### config.mk
export PLATFORM = sky130hd
export DESIGN_NAME = csc_top
export DESIGN_NICKNAME = d
export VERILOG_FILES = /design/src/common/csc_pkg.sv /design/src/verilog/csc_gap_clock.sv /design/src/verilog/csc_top.sv
export VERILOG_INCLUDE_DIRS = /design/src /design/src/common
export SDC_FILE = /design/constraint.sdc
export NUM_CORES = 1
export LEC_CHECK = 0
export BUFFER_PORTS_ARGS = -buffer_cell sky130_fd_sc_hd__buf_2
export CELL_PAD_IN_SITES_DETAIL_PLACEMENT = 1
export CELL_PAD_IN_SITES_GLOBAL_PLACEMENT = 2
export CORE_ASPECT_RATIO = 1.75
export CORE_MARGIN = 5
export CORE_UTILIZATION = 35
export DETAILED_ROUTE_END_ITERATION = 12
export GPL_TIMING_DRIVEN = 0
export PLACE_DENSITY_LB_ADDON = 0.05
export SYNTH_ARGS = -nofsm -noshare
export SYNTH_HDL_FRONTEND = slang
export SYNTH_SLANG_ARGS = --single-unit
### constraint.sdc
create_clock -name ref_clk_i -period 2.5 [get_ports ref_clk_i]
set_input_delay 0.125 -clock ref_clk_i [delete_from_list [all_inputs] [get_ports ref_clk_i]]
set_output_delay 0.125 -clock ref_clk_i [all_outputs]
set_load 0.05 [all_outputs]
### src/common/csc_defs.svh
// Functional notes
// - reading group status 1 puts own interrupt flag on the selected bus bit.
// - reading group status 2 puts own sync-loss flag on the selected bus bit.
// - reading group status 3 puts user-selected status one on the selected bit.
// - reading group status 4 puts user-selected status two on the selected bit.
// - group reads drive only the one selected bit; other bits float.
// - group reads answered only while group enable bit is set.
// - bus-line select value n drives bus bit n; host keeps values unique.
// - backplane clock is derived from the recovered line clock reference.
// - backplane enable 0 holds pin low, 1 drives synthesized clock.
// - rate field picks 16.384, 8.192, 4.096 or 2.048 MHz.
// - gapped clock pulses only in channels marked as selected.
// - gapped clock never pulses during the framing bit.
// - receive and transmit gapped enables act independently.
// - format bit per path: 0 all eight bits, 1 seven bits.
// - seven-bit format drops the clock for the channel LSB.
// - user outputs clear on power-up, hardware and software reset.
// - each stored user output bit drives its pin level directly.
// - receive level threshold field codes 2.5 dB steps.
`ifndef CSC_DEFS_SVH
`define CSC_DEFS_SVH

`define CSC_OFF_BP_CTL     8'h71
`define CSC_OFF_GAP_CTL    8'h72
`define CSC_OFF_UOUT_CTL   8'h73
`define CSC_OFF_GRP_CTL1   8'hB0
`define CSC_OFF_GRP_CTL2   8'hB1
`define CSC_OFF_GRP_INT    8'hB2
`define CSC_OFF_GRP_SYNC   8'hB3
`define CSC_OFF_GRP_UST1   8'hB4
`define CSC_OFF_GRP_UST2   8'hB5

`define CSC_RST_CTL        8'h00

`define CSC_BP_EN_BIT      0
`define CSC_BP_RATE_LSB    1
`define CSC_GAP_RX_EN_BIT  0
`define CSC_GAP_RX_FMT_BIT 1
`define CSC_GAP_TX_EN_BIT  2
`define CSC_GAP_TX_FMT_BIT 3
`define CSC_UOUT_LSB       0
`define CSC_RLT_LSB        4
`define CSC_GRP_EN_BIT     0
`define CSC_GRP_SEL_LSB    1
`define CSC_UST1_SEL_LSB   0
`define CSC_UST2_SEL_LSB   4

// channel bit position that carries no data in seven-bit format
`define CSC_LSB_POS        3'h7
`define CSC_NUM_ITEMS      6

`endif

### src/common/csc_pkg.sv
package csc_pkg;

  // line timing seen by one channel-clock path
  typedef struct packed {
    logic       bit_clk;     // line bit clock level
    logic       frame_bit;   // framing bit position
    logic       chan_sel;    // current channel marked for gapping
    logic [2:0] bit_idx;     // bit within channel, 0 is msb
    logic       normal_clk;  // pin level in its normal function
  } csc_path_t;

  // per-path controls
  typedef struct packed {
    logic gap_en;
    logic fmt56;
  } csc_gap_ctl_t;

  typedef enum logic [1:0] {
    CSC_BP_16M384,
    CSC_BP_8M192,
    CSC_BP_4M096,
    CSC_BP_2M048
  } csc_bp_rate_t;

endpackage

### src/verilog/csc_gap_clock.sv
`timescale 1ns/1ns
`default_nettype none
`include "csc_defs.svh"

module csc_gap_clock
  import csc_pkg::*;
(
  input  wire logic         ref_clk_i,  // system clock
  input  wire logic         reset_i,    // sync reset, active high
  input  wire csc_path_t    path_i,     // line timing for this path
  input  wire csc_gap_ctl_t ctl_i,      // gapped enable and format
  output logic              pin_o       // channel-clock pin level
);

  logic gate_open;
  logic gapped;
  logic next_pin;

  // framing bit and the dropped lsb both keep the gate shut
  assign gate_open = path_i.chan_sel & ~path_i.frame_bit
                   & ~(ctl_i.fmt56 & (path_i.bit_idx == `CSC_LSB_POS));
  assign gapped    = path_i.bit_clk & gate_open;
  assign next_pin  = ctl_i.gap_en ? gapped : path_i.normal_clk;

  always_ff @(posedge ref_clk_i) begin
    if (reset_i) begin
      pin_o <= 1'b0;
    end else begin
      pin_o <= next_pin;
    end
  end
endmodule

`default_nettype wire

### src/verilog/csc_top.sv
`timescale 1ns/1ns
`default_nettype none
`include "csc_defs.svh"

module csc_top
  import csc_pkg::*;
#(
  parameter int unsigned DATA_W = 8  // host data bus width
)(
  input  wire logic              ref_clk_i,          // 100 MHz system clock
  input  wire logic              reset_i,            // hardware reset, sync, high
  input  wire logic              soft_reset_i,       // software reset pulse
  input  wire logic [7:0]        addr_i,             // host register address
  input  wire logic [DATA_W-1:0] wdata_i,            // host write data
  input  wire logic              wr_i,               // host write strobe
  input  wire logic              rd_i,               // host read strobe
  output logic      [DATA_W-1:0] rdata_o,            // read data
  output logic      [DATA_W-1:0] data_oe_o,          // per-bit drive enable
  input  wire logic              member_interrupt_flag_i, // own interrupt pending
  input  wire logic              member_sync_loss_flag_i, // own receive sync loss
  input  wire logic [`CSC_NUM_ITEMS-1:0] status_items_i,  // selectable alarms
  input  wire logic              synth_pulse_i,      // pll tick, 32.768 MHz rate
  output logic                   backplane_clock_pin_o,   // backplane clock
  input  wire csc_path_t         rx_path_i,          // receive channel timing
  input  wire csc_path_t         tx_path_i,          // transmit channel timing
  output logic                   receive_channel_clock_pin_o,  // receive chan clock
  output logic                   transmit_channel_clock_pin_o, // transmit chan clock
  output logic [3:0]             user_output_o,      // user output pins
  output logic [3:0]             receive_level_threshold_o // threshold code
);

  // ------------------------------------------------------------------
  // control registers
  // ------------------------------------------------------------------
  logic [7:0] backplane_clock_control;
  logic [7:0] gapped_clock_control;
  logic [7:0] user_output_level_control;
  logic [7:0] group_control_one;
  logic [7:0] group_control_two;

  logic any_reset;
  assign any_reset = reset_i | soft_reset_i;

  logic wr_bp;
  logic wr_gap;
  logic wr_uout;
  logic wr_grp1;
  logic wr_grp2;
  assign wr_bp   = wr_i & (addr_i == `CSC_OFF_BP_CTL);
  assign wr_gap  = wr_i & (addr_i == `CSC_OFF_GAP_CTL);
  assign wr_uout = wr_i & (addr_i == `CSC_OFF_UOUT_CTL);
  assign wr_grp1 = wr_i & (addr_i == `CSC_OFF_GRP_CTL1);
  assign wr_grp2 = wr_i & (addr_i == `CSC_OFF_GRP_CTL2);

  // unused bits are stored as written; the host keeps them zero
  always_ff @(posedge ref_clk_i) begin
    if (any_reset) begin
      backplane_clock_control   <= `CSC_RST_CTL;
      gapped_clock_control      <= `CSC_RST_CTL;
      user_output_level_control <= `CSC_RST_CTL;
      group_control_one         <= `CSC_RST_CTL;
      group_control_two         <= `CSC_RST_CTL;
    end else begin
      if (wr_bp)   backplane_clock_control   <= wdata_i[7:0];
      if (wr_gap)  gapped_clock_control      <= wdata_i[7:0];
      if (wr_uout) user_output_level_control <= wdata_i[7:0];
      if (wr_grp1) group_control_one         <= wdata_i[7:0];
      if (wr_grp2) group_control_two         <= wdata_i[7:0];
    end
  end

  // ------------------------------------------------------------------
  // field decode
  // ------------------------------------------------------------------
  logic         group_enable;
  logic [2:0]   bus_line_select;
  logic [2:0]   user_status_one_select;
  logic [2:0]   user_status_two_select;
  logic         backplane_clock_enable;
  csc_bp_rate_t backplane_rate;

  assign group_enable           = group_control_one[`CSC_GRP_EN_BIT];
  assign bus_line_select        = group_control_one[`CSC_GRP_SEL_LSB +: 3];
  assign user_status_one_select = group_control_two[`CSC_UST1_SEL_LSB +: 3];
  assign user_status_two_select = group_control_two[`CSC_UST2_SEL_LSB +: 3];
  assign backplane_clock_enable = backplane_clock_control[`CSC_BP_EN_BIT];
  assign backplane_rate = csc_bp_rate_t'(backplane_clock_control[`CSC_BP_RATE_LSB +: 2]);

  // pick one status item; codes past the item list report zero
  function automatic logic pick_item(input logic [2:0] sel,
                                     input logic [`CSC_NUM_ITEMS-1:0] items);
    logic r;
    r = 1'b0;
    if (sel < 3'(`CSC_NUM_ITEMS)) begin
      r = items[sel];
    end
    return r;
  endfunction

  // bus-line select n maps to data bit n
  function automatic logic [7:0] line_mask(input logic [2:0] sel);
    return 8'h01 << sel;
  endfunction

  logic member_user_status_one;
  logic member_user_status_two;
  assign member_user_status_one = pick_item(user_status_one_select, status_items_i);
  assign member_user_status_two = pick_item(user_status_two_select, status_items_i);

  // ------------------------------------------------------------------
  // read path
  // ------------------------------------------------------------------
  logic is_grp_int;
  logic is_grp_sync;
  logic is_grp_ust1;
  logic is_grp_ust2;
  logic is_grp_read;
  logic is_ctl_read;
  assign is_grp_int  = addr_i == `CSC_OFF_GRP_INT;
  assign is_grp_sync = addr_i == `CSC_OFF_GRP_SYNC;
  assign is_grp_ust1 = addr_i == `CSC_OFF_GRP_UST1;
  assign is_grp_ust2 = addr_i == `CSC_OFF_GRP_UST2;
  assign is_grp_read = is_grp_int | is_grp_sync | is_grp_ust1 | is_grp_ust2;
  assign is_ctl_read = (addr_i == `CSC_OFF_BP_CTL)   | (addr_i == `CSC_OFF_GAP_CTL)
                     | (addr_i == `CSC_OFF_UOUT_CTL) | (addr_i == `CSC_OFF_GRP_CTL1)
                     | (addr_i == `CSC_OFF_GRP_CTL2);

  // status is sampled live in the read cycle; nothing is latched earlier
  logic member_bit;
  assign member_bit = is_grp_int  ? member_interrupt_flag_i :
                      is_grp_sync ? member_sync_loss_flag_i :
                      is_grp_ust1 ? member_user_status_one  :
                                    member_user_status_two;

  logic [7:0] ctl_word;
  assign ctl_word = (addr_i == `CSC_OFF_BP_CTL)   ? backplane_clock_control   :
                    (addr_i == `CSC_OFF_GAP_CTL)  ? gapped_clock_control      :
                    (addr_i == `CSC_OFF_UOUT_CTL) ? user_output_level_control :
                    (addr_i == `CSC_OFF_GRP_CTL1) ? group_control_one         :
                    (addr_i == `CSC_OFF_GRP_CTL2) ? group_control_two         : 8'h00;

  logic [7:0] sel_mask;
  assign sel_mask = line_mask(bus_line_select);

  // a disabled member stays off the bus so another group member can answer
  logic [7:0] next_oe;
  logic [7:0] next_rdata;
  assign next_oe = !rd_i        ? 8'h00 :
                   is_grp_read  ? (group_enable ? sel_mask : 8'h00) :
                                  8'hFF;
  assign next_rdata = !rd_i       ? 8'h00 :
                      is_grp_read ? (sel_mask & {8{member_bit}}) :
                      is_ctl_read ? ctl_word : 8'h00;

  always_ff @(posedge ref_clk_i) begin
    if (reset_i) begin
      rdata_o   <= '0;
      data_oe_o <= '0;
    end else begin
      rdata_o   <= DATA_W'(next_rdata);
      data_oe_o <= DATA_W'(next_oe);
    end
  end

  // ------------------------------------------------------------------
  // backplane clock: the pll tick is locked to the recovered line clock,
  // so dividing it keeps the output locked as well
  // ------------------------------------------------------------------
  logic [2:0] bp_count;
  logic [2:0] bp_mask;
  logic       bp_toggle;
  logic       bp_level;

  assign bp_mask = (backplane_rate == CSC_BP_16M384) ? 3'h0 :
                   (backplane_rate == CSC_BP_8M192)  ? 3'h1 :
                   (backplane_rate == CSC_BP_4M096)  ? 3'h3 : 3'h7;
  assign bp_toggle = synth_pulse_i & ((bp_count & bp_mask) == bp_mask);

  always_ff @(posedge ref_clk_i) begin
    if (any_reset || !backplane_clock_enable) begin
      bp_count <= 3'h0;
      bp_level <= 1'b0;
    end else begin
      if (synth_pulse_i) bp_count <= bp_count + 3'h1;
      if (bp_toggle)     bp_level <= ~bp_level;
    end
  end

  always_ff @(posedge ref_clk_i) begin
    if (any_reset) begin
      backplane_clock_pin_o <= 1'b0;
    end else begin
      backplane_clock_pin_o <= backplane_clock_enable & bp_level;
    end
  end

  // ------------------------------------------------------------------
  // gapped channel clocks, one per path
  // ------------------------------------------------------------------
  csc_path_t    path_in [2];
  csc_gap_ctl_t path_ctl [2];
  logic         path_pin [2];

  assign path_in[0]         = rx_path_i;
  assign path_in[1]         = tx_path_i;
  assign path_ctl[0].gap_en = gapped_clock_control[`CSC_GAP_RX_EN_BIT];
  assign path_ctl[0].fmt56  = gapped_clock_control[`CSC_GAP_RX_FMT_BIT];
  assign path_ctl[1].gap_en = gapped_clock_control[`CSC_GAP_TX_EN_BIT];
  assign path_ctl[1].fmt56  = gapped_clock_control[`CSC_GAP_TX_FMT_BIT];

  for (genvar p = 0; p < 2; p++) begin : g_path
    csc_gap_clock u_gap (
      .ref_clk_i (ref_clk_i),
      .reset_i   (any_reset),
      .path_i    (path_in[p]),
      .ctl_i     (path_ctl[p]),
      .pin_o     (path_pin[p])
    );
  end

  always_ff @(posedge ref_clk_i) begin
    if (any_reset) begin
      receive_channel_clock_pin_o  <= 1'b0;
      transmit_channel_clock_pin_o <= 1'b0;
    end else begin
      receive_channel_clock_pin_o  <= path_pin[0];
      transmit_channel_clock_pin_o <= path_pin[1];
    end
  end

  // ------------------------------------------------------------------
  // user outputs and threshold
  // ------------------------------------------------------------------
  always_ff @(posedge ref_clk_i) begin
    if (any_reset) begin
      user_output_o             <= 4'h0;
      receive_level_threshold_o <= 4'h0;
    end else begin
      user_output_o             <= user_output_level_control[`CSC_UOUT_LSB +: 4];
      receive_level_threshold_o <= user_output_level_control[`CSC_RLT_LSB +: 4];
    end
  end
endmodule

`default_nettype wire
==> impl_metrics.py <==
metrics = {
    "outcome": {
        "status": "finished clean",
    },
    "worst_setup_path": {
        "crit_path_start_kind": "flip-flop",
        "endpoint_kind": "flip-flop",
        "worstPathArrival_ps": 2150,
        "reg2regPathDepth": 5,
        "crit_required_ps": 2710,
        "critPathKind": "flip-flop to flip-flop",
        "critical_path.max_fanout": 5,
    },
    "timing": {
        "period_minus_slack_ps": 1940,
        "timing.hold.ws_ps": 55.2,
        "hold_violations": 0,
        "skew_ps": 3.28,
        "tightest_slew_ps": 1050,
        "slew_viol_final": 0,
        "slew-limit-headroom_pct": 29.4,
        "rsz0062_at_grt": "no",
        "totalNegativeSetupSlack_ps": 0,
        "clock.fmax_mhz": 515,
        "fin_crit_sh_pct": 77.6,
        "setup_viol": 0,
    },
    "clock_network": {
        "hold_buffers": 0,
        "cts_max_level": 3,
        "clkSinkCount": 73,
        "cts_setup_buffers": 0,
        "root_buffer": "clkbuf_16",
        "cts_buffers": 9,
        "clkTransAtPathRegs_ps": 60,
        "cts.repair.resized": 0,
        "clockBufferDepth": 2,
        "insertion_delay_ps": 330,
        "cts_tree": "done",
    },
    "synth": {
        "synth_mux_area_share_pct": 17.1,
        "synth_seq_area_share_pct": 44.8,
        "synth_top_family_by_area": "simple AND/OR/NAND/NOR gates",
        "synth.cell_area_sq_um": 3260,
        "synth_cells": 344,
        "yosys.area_share.simple_pct": 22.1,
        "ys_types": 50,
        "ys.flop_type": "dfxtp_1",
        "synth_warnings": 0,
        "synthAdderAreaFrac_pct": 0.384,
        "syn_area_per_cell_sq_um": 9.48,
        "synth_compound_area_share_pct": 11.6,
        "synthArstFlopShare_pct": 0,
        "syn_nets": 389,
        "synth_edf_count": 0,
        "synth_seq_cells": 73,
        "synthXorXnorAreaFrac_pct": 0.806,
    },
    "drt": {
        "finalWirelength_um": 9580,
        "drtIter0Drc": 71,
        "drc": 0,
        "postRouteAntennaNets": 0,
        "first_pass_iters": 4,
        "num_vias": 2798,
        "avgRoutedWirePerCell_um": 17.5,
        "post_drt_via_cell_ratio": 5.11,
    },
    "pwr": {
        "power_mw": 2.67,
        "vdd_drop_max_mv": 0.421,
        "p_leak_nw": 1.72,
        "power_density_nw_per_um2": 657,
    },
    "final_layout": {
        "post-route-cell-area_sq_um": 4060,
        "fin_nets": 468,
        "fillerInstances": 1090,
        "drive_above_1_share_pct": 25.5,
        "antenna_cells": 0,
        "area_delta_synth_final_pct": 24.5,
    },
    "floorplan": {
        "die_w_um": 83.0,
        "fp.dieH_um": 138,
        "std_cell_rows": 46,
        "io-pin-count": 71,
        "design.die.area_sq_um": 11400,
        "start_util_pct": 35.9,
        "core_sq_um": 9090,
    },
    "worst_hold_path": {
        "whs_path_depth": 3,
        "hold_path_class": "input port to flip-flop",
    },
    "global_route": {
        "antenna_found_initial": 0,
        "grtUsageTotal_pct": 17.7,
        "grt_overflow": 0,
        "grt_pass1_vias": 2991,
        "grt_pass1_wl_um": 15600,
        "grt_max_degree": 13,
    },
    "job": {
        "maxCapViolCount": 0,
    },
    "place": {
        "hpwl_um": 7350,
        "place_congestion": 0.831,
        "io_buffers": 68,
        "postPlaceCellArea_sq_um": 3750,
    },
}
-- cells by family (layout without fill, tap and decap cells) --
logic type      count (synthesis)  count (layout)
buf+inv                        24             108
fa+ha+maj                       1               1
xor+xnor                        3               3
flops                          73              73
simple gates                  134             134
compound gates                 54              54
mux                            55              55
-- through the flow --
step / std cells / utilization, % / setup WS [ps]
3_5_place_dp: 532 / 41.2 / 545
3_3_place_gp: 532 / 41.2 / 548
4_1_cts: 548 / 44.6 / 532
5_1_grt: 548 / 44.6 / 466
2_1_floorplan: 344 / - / 853
6_report: 548 / 44.6 / 559
-- cell usage after synthesis (all sizes together) (7+ instances only) --
master,number,area share (%)
dfxtp,73,45
nor2,63,7.5
mux2i,49,15
a21oi,19,2.9
nand2,13,1.6
clkbuf,12,1.4
and2,10,1.9
o21ai,10,1.5
nand3,9,1.4
nor2b,9,1.8
nand2b,8,1.5
o32ai,8,2.4
buf,7,1.2
-- path summary, 6_finish.rpt --
check / start / endpoint / slack, ps
worst max-delay path: group_control_two[6] / rdata_o[3] / 560
worst min-delay path: tx_path_i[0] / g_path[1].u_gap.pin_o / 60
worst max register to register: group_control_two[6] / rdata_o[3] / 560
worst min register to register: g_path[0].u_gap.pin_o / receive_channel_clock_pin_o / 440
-- placed cells by master, fill, tap and decap left out, types with 9 or more instances in the layout --
cell / Yosys / layout
dfxtp_1: 73 / 73
and2_1: 10 / 10
clkbuf_16: 0 / 9
clkbuf_1: 11 / 12
buf_2: 6 / 74
a21oi_1: 19 / 19
nor2_1: 62 / 62
mux2i_1: 49 / 49
nand3_1: 9 / 9
nand2_1: 12 / 12
-- critical path, cell delays in order (launching register included) --
cell,delay [ps]
dfxtp_1,430
mux2_1,340
a222oi_1,360
mux2i_1,180
a32oi_2,360
o21ai_1,130
-- area by class of cell --
cell class,instances,area (sq um),share of cell area [%]
sequential,73,1460,36.0
clock inverter,4,51.3,1.26
tap,120,150,3.70
timing repair buffer,68,340,8.38
multi-input combinational,247,1700,41.8
clock buffer,12,256,6.32
buffer,19,83.8,2.07
inverter,5,18.8,0.462
-- routing by layer --
metal	vias to the layer above	part of all wire [%]	GRT usage, %
met4	0	1.9	7.00
met5	-	0	0
met1	1350	41	19.3
met2	62	53	32.6
met3	11	4.3	4.49
li1	1375	-	-
-- where the power goes --
| group | internal (mW) | total (mW) | switching, mW |
|---|---|---|---|
| logic | 0.0620 | 0.180 | 0.118 |
| clock network | 0.827 | 1.31 | 0.485 |
| registers | 1.17 | 1.17 | 0.00194 |
-- state kept, by name, indices dropped and copies added (netlist names) --
register / count
g_path.u_gap.pin_o: 2
group_control_two: 8
receive_channel_clock_pin_o: 1
transmit_channel_clock_pin_o: 1
backplane_clock_pin_o: 1
receive_level_threshold_o: 4
group_control_one: 8
bp_level: 1
bp_count: 3
gapped_clock_control: 8
user_output_level_control: 8
backplane_clock_control: 8
data_oe_o: 8
rdata_o: 8
user_output_o: 4
Note: power is estimated with default switching activity, not from simulation.
